==> src/rtl/mcc_defines.svh <==
/*
 * Offsets, field positions, reset values and timing figures of the monitor
 * control and configuration registers.
 * Assumes inclusion by bare name from files under rtl/ and tb/.
 */
`ifndef MCC_DEFINES_SVH
`define MCC_DEFINES_SVH

// Register offsets reached through the I2C command pointer
`define MCC_CTRL_OFS 8'h10
`define MCC_MISC_OFS 8'h11
`define MCC_TEST_OFS 8'h12

// Control register fields
`define MCC_CTRL_GAIN_HI 7
`define MCC_CTRL_GAIN_LO 6
`define MCC_CTRL_SLP_BIT 5
`define MCC_CTRL_RST_BIT 3
`define MCC_CTRL_TCLR_BIT 2
`define MCC_CTRL_FTAG_BIT 1
`define MCC_CTRL_FIRQ_BIT 0

// Miscellaneous configuration fields
`define MCC_MISC_TSOW_BIT 3
`define MCC_MISC_LOGOW_BIT 2
`define MCC_MISC_REQ_BIT 1
`define MCC_MISC_PEC_BIT 0

// Self-test configuration fields
`define MCC_TEST_SHDN_BIT 3
`define MCC_TEST_RSVD_BIT 2
`define MCC_TEST_POR_HI 1
`define MCC_TEST_POR_LO 0

// Reset values
`define MCC_CTRL_RST 8'h00
`define MCC_MISC_RST 8'h0c
`define MCC_TEST_RST 8'h00

// Clock period and configuration wait time before ready
`define MCC_CLK_PERIOD_NS 10
`define MCC_CFG_WAIT_US 2000

// Target address on the I2C port
`define MCC_DEV_ADDR 7'h30

`endif

==> src/rtl/mcc_pkg.sv <==
/*
 * Types shared by the monitor control and configuration register block.
 * Assumes nothing of its surroundings.
 */
package mcc_pkg;

    // Comparator gain override codes
    typedef enum logic [1:0] {
        MCC_GAIN_NONE = 2'h0,
        MCC_GAIN_1X = 2'h1,
        MCC_GAIN_2X = 2'h2,
        MCC_GAIN_4X = 2'h3
    } mcc_gain_t;

    // I2C target byte engine states
    typedef enum logic [4:0] {
        MCC_I2C_IDLE = 5'h01,
        MCC_I2C_RX = 5'h02,
        MCC_I2C_ACK = 5'h04,
        MCC_I2C_TX = 5'h08,
        MCC_I2C_MACK = 5'h10
    } mcc_i2c_state_t;

    // Self-test scheduling states
    typedef enum logic [2:0] {
        MCC_ST_BOOT = 3'h1,
        MCC_ST_WAIT = 3'h2,
        MCC_ST_READY = 3'h4
    } mcc_st_state_t;

endpackage

==> src/rtl/mcc_crc8.sv <==
/*
 * Running CRC-8 (polynomial x^8+x^2+x+1, start value zero) over bus bytes.
 * Assumes clear and feed come from logic on the same clock.
 */
`timescale 1ns/1ns
module mcc_crc8 (
    input wire logic clk,
    input wire logic srst,
    input wire logic clear,
    input wire logic feed,
    input wire logic [7:0] data,
    output logic [7:0] crc
);
    logic [7:0] crc_d;

    // One byte of CRC-8, most significant bit first
    function automatic logic [7:0] crc_byte(input logic [7:0] c, input logic [7:0] b);
        logic [7:0] r;
        r = c ^ b;
        for (int i = 0; i < 8; i++) begin
            r = r[7] ? ((r << 1) ^ 8'h07) : (r << 1);
        end
        return r;
    endfunction

    // Clear wins so a new transaction never inherits an old residue
    always_comb begin
        crc_d = crc;
        if (clear) begin
            crc_d = 8'h00;
        end else if (feed) begin
            crc_d = crc_byte(crc, data);
        end
    end

    always_ff @(posedge clk) begin
        if (srst) begin
            crc <= 8'h00;
        end else begin
            crc <= crc_d;
        end
    end
endmodule

==> src/rtl/mcc_regs.sv <==
/*
 * Monitor control, miscellaneous configuration and self-test configuration
 * registers of a voltage supervisor, reached through an I2C target port.
 * Assumes scl/sda and activity_request come from pins outside the clock
 * domain, all other inputs from logic on clk, and that full_reset_cmd is
 * routed back into srst by the surrounding device.
 */
//
// Function
// RL1 - Control bits 7:6 force comparator gain: none, 1x, 2x or 4x.
// RL2 - Control bit 5 picks low or high power sleep.
// RL3 - Writing 1 to control bit 3 fires a full device reset; reads 0.
// RL4 - Writing 1 to control bit 2 clears the rail-tag counter; reads 0.
// RL5 - Control bit 1 forces the rail-tag pin low, else sequence logic owns it.
// RL6 - Control bit 0 forces the interrupt pin low, else faults drive it.
// RL7 - Config bit 3 lets new sequences overwrite unread timestamps.
// RL8 - Config bit 2 lets new sequences overwrite unread order logs.
// RL9 - Config bit 0 enables packet error checking; off after reset.
// RL10 - With checking on, bit 1 makes a missing check byte a fault.
// RL11 - Self-test bit 3 runs self test when activity falls; ready after wait.
// RL12 - Nonvolatile load always clears the shutdown self-test bit.
// RL13 - Self-test bits 1:0 choose power-on self test; ready after wait.
// RL14 - Check byte is CRC-8 over every transaction byte, addresses included.
`timescale 1ns/1ns
`include "mcc_defines.svh"
module mcc_regs #(
    parameter logic [6:0] DEV_ADDR = `MCC_DEV_ADDR,
    parameter int WAIT_CYCLES =
        (`MCC_CFG_WAIT_US * 1000 + `MCC_CLK_PERIOD_NS - 1) / `MCC_CLK_PERIOD_NS
) (
    input wire logic clk,
    input wire logic srst,
    input wire logic scl_in,
    input wire logic sda_in,
    output logic sda_out,
    output logic sda_oe_n,
    input wire logic activity_request,
    input wire logic fault_irq,
    input wire logic seq_tag_drive_low,
    input wire logic timestamp_ready,
    input wire logic [3:0] order_log_ready,
    input wire logic nvm_load,
    input wire logic [7:0] nvm_selftest_cfg,
    output mcc_pkg::mcc_gain_t comparator_gain_select,
    output logic sleep_power_level,
    output logic full_reset_cmd,
    output logic tag_count_clear,
    output logic rail_tag_oe_n,
    output logic interrupt_out_n,
    output logic timestamp_write_allow,
    output logic [3:0] order_log_write_allow,
    output logic packet_check_fault,
    output logic selftest_start,
    output logic device_ready
);
    import mcc_pkg::*;

    logic [2:0] scl_q, sda_q, act_q;
    mcc_i2c_state_t st_d, st_q;
    logic [3:0] bit_d, bit_q;
    logic [7:0] sh_d, sh_q, ptr_d, ptr_q, wdat_d, wdat_q;
    logic [1:0] idx_d, idx_q, txc_d, txc_q;
    logic rw_d, rw_q, wseen_d, wseen_q, pseen_d, pseen_q, mack_d, mack_q, txn_d, txn_q;
    logic sda_oe_n_d;
    logic [7:0] ctrl_d, ctrl_q, misc_d, misc_q, test_d, test_q;
    logic rst_cmd_d, tag_clr_d, pec_fault_d, load_tx;
    logic crc_clr, crc_feed;
    logic [7:0] crc_byte, crc_val, tx_byte;
    logic scl_rise, scl_fall, start_cond, stop_cond;
    mcc_st_state_t sts_d, sts_q;
    logic [31:0] wcnt_d, wcnt_q;
    logic st_go_d;

    // Register read view; command bits and the reserved test bit read zero
    function automatic logic [7:0] reg_read(input logic [7:0] p, input logic [7:0] c,
                                            input logic [7:0] m, input logic [7:0] t);
        logic [7:0] r;
        r = 8'h00;
        if (p == `MCC_CTRL_OFS) begin
            r = c;
            r[`MCC_CTRL_RST_BIT] = 1'b0; // RL3
            r[`MCC_CTRL_TCLR_BIT] = 1'b0; // RL4
        end else if (p == `MCC_MISC_OFS) begin
            r = m;
        end else if (p == `MCC_TEST_OFS) begin
            r = t;
            r[`MCC_TEST_RSVD_BIT] = 1'b0;
        end
        return r;
    endfunction

    // Bus conditions seen on the synchronised pins; stage 0 feeds stage 1 only
    assign scl_rise = scl_q[1] & ~scl_q[2];
    assign scl_fall = ~scl_q[1] & scl_q[2];
    assign start_cond = scl_q[1] & scl_q[2] & ~sda_q[1] & sda_q[2];
    assign stop_cond = scl_q[1] & scl_q[2] & sda_q[1] & ~sda_q[2];

    mcc_crc8 u_crc (
        .clk(clk),
        .srst(srst),
        .clear(crc_clr),
        .feed(crc_feed),
        .data(crc_byte),
        .crc(crc_val)
    );

    // Byte engine, register writes and pin-facing next values
    always_comb begin
        st_d = st_q;
        bit_d = bit_q;
        sh_d = sh_q;
        idx_d = idx_q;
        rw_d = rw_q;
        ptr_d = ptr_q;
        wdat_d = wdat_q;
        wseen_d = wseen_q;
        pseen_d = pseen_q;
        mack_d = mack_q;
        txn_d = txn_q;
        txc_d = txc_q;
        sda_oe_n_d = sda_oe_n;
        ctrl_d = ctrl_q;
        misc_d = misc_q;
        test_d = test_q;
        rst_cmd_d = 1'b0;
        tag_clr_d = 1'b0;
        pec_fault_d = 1'b0;
        crc_clr = 1'b0;
        crc_feed = 1'b0;
        crc_byte = sh_q;
        load_tx = 1'b0;
        tx_byte = 8'hff;
        if (start_cond) begin
            // A repeated start keeps the running check value
            st_d = MCC_I2C_RX;
            bit_d = 4'h0;
            idx_d = 2'h0;
            sda_oe_n_d = 1'b1;
            crc_clr = ~txn_q; // RL14
            txn_d = 1'b1;
            if (!txn_q) begin
                wseen_d = 1'b0;
                pseen_d = 1'b0;
            end
        end else if (stop_cond) begin
            st_d = MCC_I2C_IDLE;
            txn_d = 1'b0;
            sda_oe_n_d = 1'b1;
            if (wseen_q) begin
                // Writes land only at stop, once the check byte is judged
                if (!misc_q[`MCC_MISC_PEC_BIT] ||
                    (pseen_q ? (crc_val == 8'h00) : !misc_q[`MCC_MISC_REQ_BIT])) begin // RL10
                    if (ptr_q == `MCC_CTRL_OFS) begin
                        ctrl_d = wdat_q;
                        ctrl_d[`MCC_CTRL_RST_BIT] = 1'b0;
                        ctrl_d[`MCC_CTRL_TCLR_BIT] = 1'b0;
                        rst_cmd_d = wdat_q[`MCC_CTRL_RST_BIT]; // RL3
                        tag_clr_d = wdat_q[`MCC_CTRL_TCLR_BIT]; // RL4
                    end else if (ptr_q == `MCC_MISC_OFS) begin
                        misc_d = wdat_q; // RL9
                    end else if (ptr_q == `MCC_TEST_OFS) begin
                        test_d = wdat_q;
                        test_d[`MCC_TEST_RSVD_BIT] = 1'b0;
                    end
                end else begin
                    pec_fault_d = 1'b1; // RL10
                end
            end
        end else begin
            unique case (st_q)
                MCC_I2C_IDLE: begin
                end
                MCC_I2C_RX: begin
                    if (scl_rise) begin
                        sh_d = {sh_q[6:0], sda_q[1]};
                        bit_d = bit_q + 4'h1;
                    end else if (scl_fall && bit_q == 4'h8) begin
                        crc_feed = 1'b1; // RL14
                        bit_d = 4'h0;
                        idx_d = (idx_q == 2'h3) ? idx_q : idx_q + 2'h1;
                        st_d = MCC_I2C_ACK;
                        sda_oe_n_d = 1'b0;
                        unique case (idx_q)
                            2'h0: begin
                                rw_d = sh_q[0];
                                txc_d = 2'h0;
                                if (sh_q[7:1] != DEV_ADDR) begin
                                    st_d = MCC_I2C_IDLE;
                                    sda_oe_n_d = 1'b1;
                                end
                            end
                            2'h1: ptr_d = sh_q;
                            2'h2: begin
                                wdat_d = sh_q;
                                wseen_d = 1'b1;
                            end
                            2'h3: pseen_d = wseen_q;
                        endcase
                    end
                end
                MCC_I2C_ACK: begin
                    if (scl_fall) begin
                        sda_oe_n_d = 1'b1;
                        st_d = MCC_I2C_RX;
                        load_tx = rw_q;
                    end
                end
                MCC_I2C_TX: begin
                    if (scl_fall) begin
                        if (bit_q == 4'h8) begin
                            st_d = MCC_I2C_MACK;
                            sda_oe_n_d = 1'b1;
                        end else begin
                            sda_oe_n_d = sh_q[7];
                            sh_d = {sh_q[6:0], 1'b0};
                            bit_d = bit_q + 4'h1;
                        end
                    end
                end
                MCC_I2C_MACK: begin
                    if (scl_rise) begin
                        mack_d = ~sda_q[1];
                    end else if (scl_fall) begin
                        st_d = MCC_I2C_IDLE;
                        load_tx = mack_q;
                    end
                end
            endcase
        end
        // First data byte, then the check byte, then filler
        if (load_tx) begin
            if (txc_q == 2'h0) begin
                tx_byte = reg_read(ptr_q, ctrl_q, misc_q, test_q);
            end else if (txc_q == 2'h1 && misc_q[`MCC_MISC_PEC_BIT]) begin
                tx_byte = crc_val; // RL14
            end
            crc_feed = (txc_q == 2'h0);
            crc_byte = tx_byte;
            txc_d = (txc_q == 2'h3) ? txc_q : txc_q + 2'h1;
            st_d = MCC_I2C_TX;
            sda_oe_n_d = tx_byte[7];
            sh_d = {tx_byte[6:0], 1'b0};
            bit_d = 4'h1;
        end
        // A nonvolatile load cannot arm the shutdown self test
        if (nvm_load) begin
            test_d = nvm_selftest_cfg;
            test_d[`MCC_TEST_SHDN_BIT] = 1'b0; // RL12
            test_d[`MCC_TEST_RSVD_BIT] = 1'b0;
        end
    end

    // Self-test scheduling; ready is withheld until the wait time has passed
    always_comb begin
        sts_d = sts_q;
        wcnt_d = wcnt_q;
        st_go_d = 1'b0;
        unique case (sts_q)
            MCC_ST_BOOT: begin
                if (nvm_load) begin
                    st_go_d = (nvm_selftest_cfg[`MCC_TEST_POR_HI:`MCC_TEST_POR_LO] != 2'h0); // RL13
                    sts_d = MCC_ST_WAIT;
                    wcnt_d = 32'h0;
                end
            end
            MCC_ST_WAIT: begin
                wcnt_d = wcnt_q + 32'h1;
                if (wcnt_q >= 32'(WAIT_CYCLES - 1)) begin
                    sts_d = MCC_ST_READY; // RL11
                end
            end
            MCC_ST_READY: begin
                if (act_q[2] && !act_q[1] && test_q[`MCC_TEST_SHDN_BIT]) begin // RL11
                    st_go_d = 1'b1;
                    sts_d = MCC_ST_WAIT;
                    wcnt_d = 32'h0;
                end
            end
        endcase
    end

    // All state and every output register
    always_ff @(posedge clk) begin
        scl_q <= {scl_q[1:0], scl_in};
        sda_q <= {sda_q[1:0], sda_in};
        act_q <= {act_q[1:0], activity_request};
        if (srst) begin
            scl_q <= 3'h7;
            sda_q <= 3'h7;
            act_q <= 3'h0;
            st_q <= MCC_I2C_IDLE;
            bit_q <= 4'h0;
            sh_q <= 8'h00;
            idx_q <= 2'h0;
            txc_q <= 2'h0;
            rw_q <= 1'b0;
            ptr_q <= 8'h00;
            wdat_q <= 8'h00;
            wseen_q <= 1'b0;
            pseen_q <= 1'b0;
            mack_q <= 1'b0;
            txn_q <= 1'b0;
            ctrl_q <= `MCC_CTRL_RST;
            misc_q <= `MCC_MISC_RST;
            test_q <= `MCC_TEST_RST;
            sts_q <= MCC_ST_BOOT;
            wcnt_q <= 32'h0;
            sda_out <= 1'b0;
            sda_oe_n <= 1'b1;
            comparator_gain_select <= MCC_GAIN_NONE;
            sleep_power_level <= 1'b0;
            full_reset_cmd <= 1'b0;
            tag_count_clear <= 1'b0;
            rail_tag_oe_n <= 1'b1;
            interrupt_out_n <= 1'b1;
            timestamp_write_allow <= 1'b1;
            order_log_write_allow <= 4'hf;
            packet_check_fault <= 1'b0;
            selftest_start <= 1'b0;
            device_ready <= 1'b0;
        end else begin
            st_q <= st_d;
            bit_q <= bit_d;
            sh_q <= sh_d;
            idx_q <= idx_d;
            txc_q <= txc_d;
            rw_q <= rw_d;
            ptr_q <= ptr_d;
            wdat_q <= wdat_d;
            wseen_q <= wseen_d;
            pseen_q <= pseen_d;
            mack_q <= mack_d;
            txn_q <= txn_d;
            ctrl_q <= ctrl_d;
            misc_q <= misc_d;
            test_q <= test_d;
            sts_q <= sts_d;
            wcnt_q <= wcnt_d;
            sda_out <= 1'b0;
            sda_oe_n <= sda_oe_n_d;
            comparator_gain_select <= mcc_gain_t'(ctrl_d[`MCC_CTRL_GAIN_HI:`MCC_CTRL_GAIN_LO]); // RL1
            sleep_power_level <= ctrl_d[`MCC_CTRL_SLP_BIT]; // RL2
            full_reset_cmd <= rst_cmd_d; // RL3
            tag_count_clear <= tag_clr_d; // RL4
            rail_tag_oe_n <= ~(ctrl_q[`MCC_CTRL_FTAG_BIT] | seq_tag_drive_low); // RL5
            interrupt_out_n <= ~(ctrl_q[`MCC_CTRL_FIRQ_BIT] | fault_irq); // RL6
            timestamp_write_allow <= misc_q[`MCC_MISC_TSOW_BIT] | ~timestamp_ready; // RL7
            order_log_write_allow <= {4{misc_q[`MCC_MISC_LOGOW_BIT]}} | ~order_log_ready; // RL8
            packet_check_fault <= pec_fault_d;
            selftest_start <= st_go_d; // RL13
            device_ready <= (sts_d == MCC_ST_READY);
        end
    end
endmodule

==> config.mk <==
export PLATFORM = sky130hd
export DESIGN_NAME = mcc_regs
export DESIGN_NICKNAME = d
export VERILOG_FILES = /design/src/rtl/mcc_pkg.sv /design/src/rtl/mcc_crc8.sv /design/src/rtl/mcc_regs.sv
export VERILOG_INCLUDE_DIRS = /design/src /design/src/rtl
export SDC_FILE = /design/constraint.sdc
export NUM_CORES = 1
export LEC_CHECK = 0
export ABC_AREA = 1
export BUFFER_PORTS_ARGS = -buffer_cell sky130_fd_sc_hd__buf_2
export CORE_MARGIN = 2
export CORE_UTILIZATION = 63
export CTS_BUF_LIST = sky130_fd_sc_hd__clkbuf_2
export DETAILED_ROUTE_END_ITERATION = 10
export PLACE_DENSITY = 0.8
export REMOVE_ABC_BUFFERS = 1
export SLEW_MARGIN = 20
export SYNTH_ARGS = -nofsm -noshare
export SYNTH_HDL_FRONTEND = slang
export SYNTH_SLANG_ARGS = --single-unit
==> constraint.sdc <==
create_clock -name clk -period 2.25 [get_ports clk]
set_input_delay 0.5625 -clock clk [delete_from_list [all_inputs] [get_ports clk]]
set_output_delay 0.5625 -clock clk [all_outputs]
set_load 0.01 [all_outputs]
* Yosys cells after proc, flatten, opt, wreduce, memory -nomap -nowiden
Index checks and enable logic that the tools add are counted.
** Storage, ports and cells
- Logic and storage cells :: 316
- Input bits :: 21
- Output and inout port bits :: 17
- Register bits :: 131
** Operators by class
- Reduce and logical (&&, ||, !) cells :: 60
- Equal/unequal tests :: 61
- Bitwise gates (word level) :: 37
- Add/subtract/negate cells :: 4
- Magnitude comparators :: 1
- Muxes and demuxes :: 114
** Operators with widths (count)
- two-way mux 8 bit :: 25
- one-hot mux 32 bit (3 select lines) :: 1
- two-way mux 32 bit :: 2
- AND reduction 6 bit :: 8
- two-way mux 1 bit :: 44
- != test 2 bit (second input constant) :: 20
- != test 5 bit (second input constant) :: 8
- two-way mux 3 bit :: 13
- != test 4 bit (second input constant) :: 9
- two-way mux 5 bit :: 7
- adder 32 x 1 -> 32 bit (second input constant) :: 1
- >= comparator 32 x 18 -> 1 bit (second input constant) :: 1
- two-way mux 4 bit :: 7
- nonzero test 2 bit :: 14
- AND reduction 5 bit :: 5
- == test 8 x 5 -> 1 bit (second input constant) :: 3
- inverter 3 bit :: 8
- AND reduction 8 bit :: 3
- AND reduction 7 bit :: 3
- one-hot mux 5 bit (4 select lines) :: 1
- two-way mux 2 bit :: 8
- inverter 1 bit :: 16
- one-hot mux 8 bit (2 select lines) :: 1
- != test 3 bit (second input constant) :: 5
- other kinds (38) :: 64

* Depth between registers and ports, before layout
- Word-level depth :: 25
- Depth in mapped cells :: 20
- Gate-level depth less buffers :: 19

* Cells and area by module
A second synthesis with hierarchy kept.
** Second synthesis, totals
- Cells, all modules :: 1182
- Area total of the unflattened synthesis :: 7497.2 um^2
** Modules (own cells, without submodules)
- mcc_regs :: cells an instance 1057, times used 1, area each 6797.8 um^2, seq. area each 2402.3 um^2
- mcc_crc8 :: cells an instance 125, times used 1, area each 699.4 um^2, seq. area each 160.2 um^2

* Least setup slack after synthesis
No wires, ideal clock.
- Path type :: reg-to-reg
- Start :: reg txc_q[0]
- End :: reg u_crc.crc[2]
- Setup time :: 109 ps
- Arrival :: 1909 ps
- Data required time :: 2141 ps
- Buffers on the path :: 0
- Clock period less this slack :: 2018 ps
- Cell stages (with the launch flop) :: 17
- Slack :: 232 ps
- Cell sequence :: dfxtp_1 inv_1 ha_1 nor3_1 nor2_8 nand2_4 nand2_4 nand2_1 nand2_2 nand2_1 nand3_2 nand2_2 inv_1 nand2_1 nand3_1 nand2_1 inv_1
** On the way
- Word-level cells in the longest chain between the ends :: 11
- Elaborated cells between the ends (all ways) :: 17
- Classes of those cells :: eq/ne (1); mux (9); bitwise (5); reduce/logical (2)
** Ends and longest elaborated chain
- start: declaration :: RTL line mcc_regs.sv:62 : logic [1:0] idx_d, idx_q, txc_d, txc_q;
- start signal: assignment :: RTL line mcc_regs.sv:326 : txc_q <= txc_d;
- == test 2 x 1 -> 1 bit :: RTL line mcc_regs.sv:234 : end else if (txc_q == 2'h1 && misc_q[`MCC_MISC_PEC_BIT]) begin
- logical AND 1 bit :: RTL line mcc_regs.sv:234
- two-way mux 8 bit :: RTL line mcc_regs.sv:234
- two-way mux 8 bit :: RTL line mcc_regs.sv:232 : if (txc_q == 2'h0) begin
- two-way mux 8 bit :: RTL line mcc_regs.sv:231 : if (load_tx) begin
- bitwise XOR 8 bit :: RTL line mcc_crc8.sv:19 : r = c ^ b;
- two-way mux 3 bit or inverter 3 bit (tied branches)
- inverter 3 bit (no source line) or two-way mux 3 bit (tied branches)
- two-way mux 3 bit or inverter 3 bit (tied branches)
- inverter 3 bit (no source line) or two-way mux 3 bit (tied branches)
- two-way mux 3 bit :: RTL line mcc_crc8.sv:21 : r = r[7] ? ((r << 1) ^ 8'h07) : (r << 1);
- end signal: assignment :: RTL line mcc_crc8.sv:40 : crc <= crc_d;
- end: declaration :: RTL line mcc_crc8.sv:12 : output logic [7:0] crc
Several ways; a longest one is shown, not always the timed one.
A chain may end at the register's enable or synchronous reset.

* Worst setup path in the final report
- Start :: reg st_q[2]
- End :: reg u_crc.crc[3]
** On the way
- Word-level cells in the longest chain between the ends :: 11
- Elaborated cells between the ends (all ways) :: 19
- Classes of those cells :: eq/ne (3); mux (12); bitwise (4)
** Ends and longest elaborated chain
- start: declaration :: RTL line mcc_regs.sv:59 : mcc_i2c_state_t st_d, st_q;
- start signal: assignment :: RTL line mcc_regs.sv:322 : st_q <= st_d;
- == test 5 bit or == test 5 x 3 -> 1 bit (tied branches) :: RTL line mcc_regs.sv:170 : unique case (st_q)
- one-hot mux 1 bit (2 select lines) :: RTL line mcc_regs.sv:170
- two-way mux 1 bit :: RTL line mcc_regs.sv:145 : end else if (stop_cond) begin
- two-way mux 1 bit :: RTL line mcc_regs.sv:133 : if (start_cond) begin
- two-way mux 8 bit :: RTL line mcc_regs.sv:231
- bitwise XOR 8 bit :: RTL line mcc_crc8.sv:19
- two-way mux 3 bit :: RTL line mcc_crc8.sv:21
- inverter 3 bit (no source line)
- two-way mux 3 bit :: RTL line mcc_crc8.sv:21
- inverter 3 bit (no source line)
- two-way mux 3 bit :: RTL line mcc_crc8.sv:21
Several ways; a longest one is shown, not always the timed one.

==> flow_summary.yaml <==
status:
  status: "finished clean"
sta:
  final-hold-violation-count: 0
  finalSetupViolCount: 0
  worst_clock_skew_ns: 0.03766
  layout_worst_path_cycle_share_pct: 92.87
  tightestPinTransition_ns: 0.5497
  min_period_ns: 2.090
  hold-worst-slack_ns: 0.05138
  drv_slew: 0
  fmax_ghz: 0.4785
  slew_headroom_pct: 63.35
worst_setup_path:
  cp-startpoint: "st_q[2]"
  slowest_stage: "o21ai_2"
  worstPathArrival_ns: 2.74
  worstSetupPathType: "reg -> reg"
  slowest_delay_ns: 0.44
  start_kind: "register"
  r2r-start: "st_q[2]"
  worstPathMaxFanout: 13
  end_kind: "register"
  required_ns: 2.90
  crit_chain: "inv_1 > nor2_1 > nand3_1 > nor2_4 > nor2_2 > buf_4 > o21ai_2 > buf_4 > nand3_1 > nand2_1 > inv_1"
grt:
  met1_usage_pct: 37.22
  grt_max_degree: 40
  busiest_layer: "met2"
  met2_usage_pct: 47.16
  grt.total_usage_pct: 28.97
  antenna_found_initial: 0
  grtUsageMet3_pct: 5.702
  grt_pass1_wl_um: 25900
  grt_overflow: 0
  grt_pass1_vias: 5592
routing:
  initialDrtViolationCount: 432
  drc_errors: 0
  detail_route.first_pass.iterations: 5
  vias: 6235
  viasPerCell: 5.417
  ant_nets: 0
  routedWlPerCell_um: 13.76
  wl_um: 15840
clocking:
  root_buffer: "clkbuf_2"
  cts_tree: "yes"
  htreeDepth: 4
  clk_latency_ns: 0.76
  clock_sinks: 128
  cts_buffer_depth: 2
  numCtsBuffers: 17
  path_clk_slew_ns: 0.19
job:
  drv_cap: 0
yosys:
  synthMuxAreaShare_pct: 0
  synthCells: 924
  synth_top_family_by_area: "simple AND/OR/NAND/NOR gates"
  synth_simple_gate_area_share_pct: 31.56
  synthXorXnorAreaFrac_pct: 0.3999
  yosysUniqueCellTypes: 53
  synthAdderAreaFrac_pct: 1.904
  async_flop_share_pct: 0
  yosys_most_used_dff: "dfxtp_1"
  synth-edff-count: 0
  synth_seq_cells: 128
  synth_compound_area_share_pct: 16.83
  syn_area_mm2: 0.006570
  ys_seq_area_share_pct: 39.00
  ys_warn_count: 0
  syn_area_per_cell_um2: 7.110
pwr:
  seq_power_share_pct: 58.5
  power.internal_uw: 2906
  comb_power_share_pct: 5.2
  power_uw: 3956
  p_switching_uw: 1050
  power_leakage_uw: 0.003124
  peakVddDrop_v: 0.0005087
  cellPowerDensity_mw_per_mm2: 529.4
  clkPwrFrac_pct: 36.4
  switching_share_pct: 26.55
die:
  start_util_pct: 64.22
  die_y_um: 106.1
  rows: 37
  die-area_mm2: 0.01126
  coreArea_mm2: 0.01023
  top_level_ports: 38
  dieWidth_um: 106.1
placed_design:
  dp_cells: 1102
  gp_congestion: 0.9055
  port_buffers: 34
  hpwl_um: 11390
min_path:
  min_from: "srst"
  hold_path.class: "in -> reg"
finish:
  stdcell_count: 1151
  syn2layout_area_growth_pct: 13.73
  n_antenna_cell: 0
  final_layout_size_suffix_gt1_share_pct: 20.89
  nets: 1033
==> path summary, 6_finish.rpt <==
| path | cells past startpoint | to | slack [ns] |
|---|---|---|---|
| max reg2reg | 11 | u_crc.crc[3] | 0.16 |
| min | 2 | sda_q[0] | 0.05 |
| max | 11 | u_crc.crc[3] | 0.16 |
| min reg2reg | 2 | act_q[1] | 0.42 |
==> layer usage <==
layer	wire length, µm	up-vias
met2	7583	179
met5	0	-
met4	374	0
met1	7074	2817
met3	807	35
li1	-	3204
==> cells in the mapped netlist, types with 2 or more instances <==
cell type / n / area share [%]
o21ai_0: 68 / 5.2
nor2_2: 10 / 0.95
nor3b_1: 2 / 0.23
nand4_1: 7 / 0.67
nand2_4: 7 / 1.2
inv_1: 128 / 7.3
o21ai_2: 3 / 0.40
nand2_2: 27 / 2.6
a211oi_1: 7 / 0.80
a21oi_1: 79 / 6.0
a221oi_1: 3 / 0.40
ha_1: 10 / 1.9
nand2_1: 159 / 9.1
buf_4: 5 / 0.57
nor4_4: 2 / 0.65
nand3_1: 79 / 6.0
nor2_1: 77 / 4.4
xor2_1: 3 / 0.40
buf_2: 3 / 0.23
o211ai_1: 7 / 0.80
clkbuf_1: 14 / 0.80
nor4_1: 10 / 0.95
o221a_2: 2 / 0.34
nor3_1: 22 / 1.7
o21a_1: 2 / 0.23
inv_2: 13 / 0.74
nand3_2: 4 / 0.61
nor2_4: 5 / 0.86
o21ai_1: 3 / 0.23
or2_2: 6 / 0.57
a31oi_1: 6 / 0.57
dfxtp_1: 128 / 39
nor3_2: 3 / 0.46
==> layout make-up <==
type,count,area (µm²)
multi-input cells,631,3397
fillers,883,2759
flip-flops and latches,128,2569
repair buffers,82,565.5
inverters,142,535.5
well taps,136,170.2
clock inverters,12,135.1
clock buffers,20,100.1
==> state kept, by name (all words and copies together), names as in the netlist, 2 cells and up <==
signal / count
order_log_write_allow: 4
misc_q: 8
sh_q: 8
st_q: 5
u_crc.crc: 8
act_q: 3
sts_q: 3
txc_q: 2
scl_q: 3
ctrl_q: 4
idx_q: 2
ptr_q: 8
bit_q: 4
wdat_q: 8
sda_q: 3
comparator_gain_select: 2
test_q: 7
wcnt_q: 32
==> kinds of logic (layout without fill, tap and decap cells) <==
kind of cell	count (synthesis)	in the layout
XOR/XNOR	3	3
flip-flops	128	128
AND/OR/NAND/NOR	423	424
adder cells (fa/ha/maj)	10	10
AO/OA/AOI/OAI	193	193
buffers and inverters	166	256
other	1	1
==> critical path: cells and delay by family, from the launching register on <==
kind,cells,cell delay (ns)
compound gates,1,0.44
buf+inv,4,0.49
flops,1,0.40
simple gates,6,0.67
==> placed cells by master (no fill, tap or decap), types with 9 or more instances in the layout <==
master / count
nand2_1: 153
nor3_1: 22
ha_1: 9
nand3_1: 79
buf_4: 38
nor2_1: 72
dlygate4sd3_1: 9
nand2_2: 33
buf_2: 34
clkbuf_2: 20
nor4_1: 10
inv_2: 14
a21oi_1: 79
nor2_2: 12
o21ai_0: 68
dfxtp_1: 123
inv_1: 126
nor2_4: 9
==> through the flow <==
stage / cell area, µm² / TNS (ns) / util [%] / worst slack (ns)
finish: 7472 / 0 / 73.03 / 0.1603
detailed placement: 7023 / 0 / 68.64 / 0.1169
CTS: 7338 / 0 / 71.73 / 0.05835
global route: 7472 / -0.04224 / 73.03 / -0.02367
global placement: 7023 / 0 / 68.64 / 0.1158
floorplan: 6430 / 0 / - / 0.03873
==> power groups by stage <==
stage	clock network, µW	registers, µW	logic, µW
6_report	1440	2310	205
3_3_place_gp	0	2360	186
4_1_cts	1460	2310	201
5_1_grt	1540	2320	226
2_1_floorplan	0	2360	106
3_5_place_dp	0	2360	189
==> what timing repair did <==
action | 4_1_cts | 5_1_grt
setup buffers | 0 | 7
hold endpoints to repair | 8 | 1
resized for setup | 0 | 25
setup endpoints to repair | 0 | 17
hold buffers | 8 | 1
No activity file was read; power rests on OpenSTA's default activity.
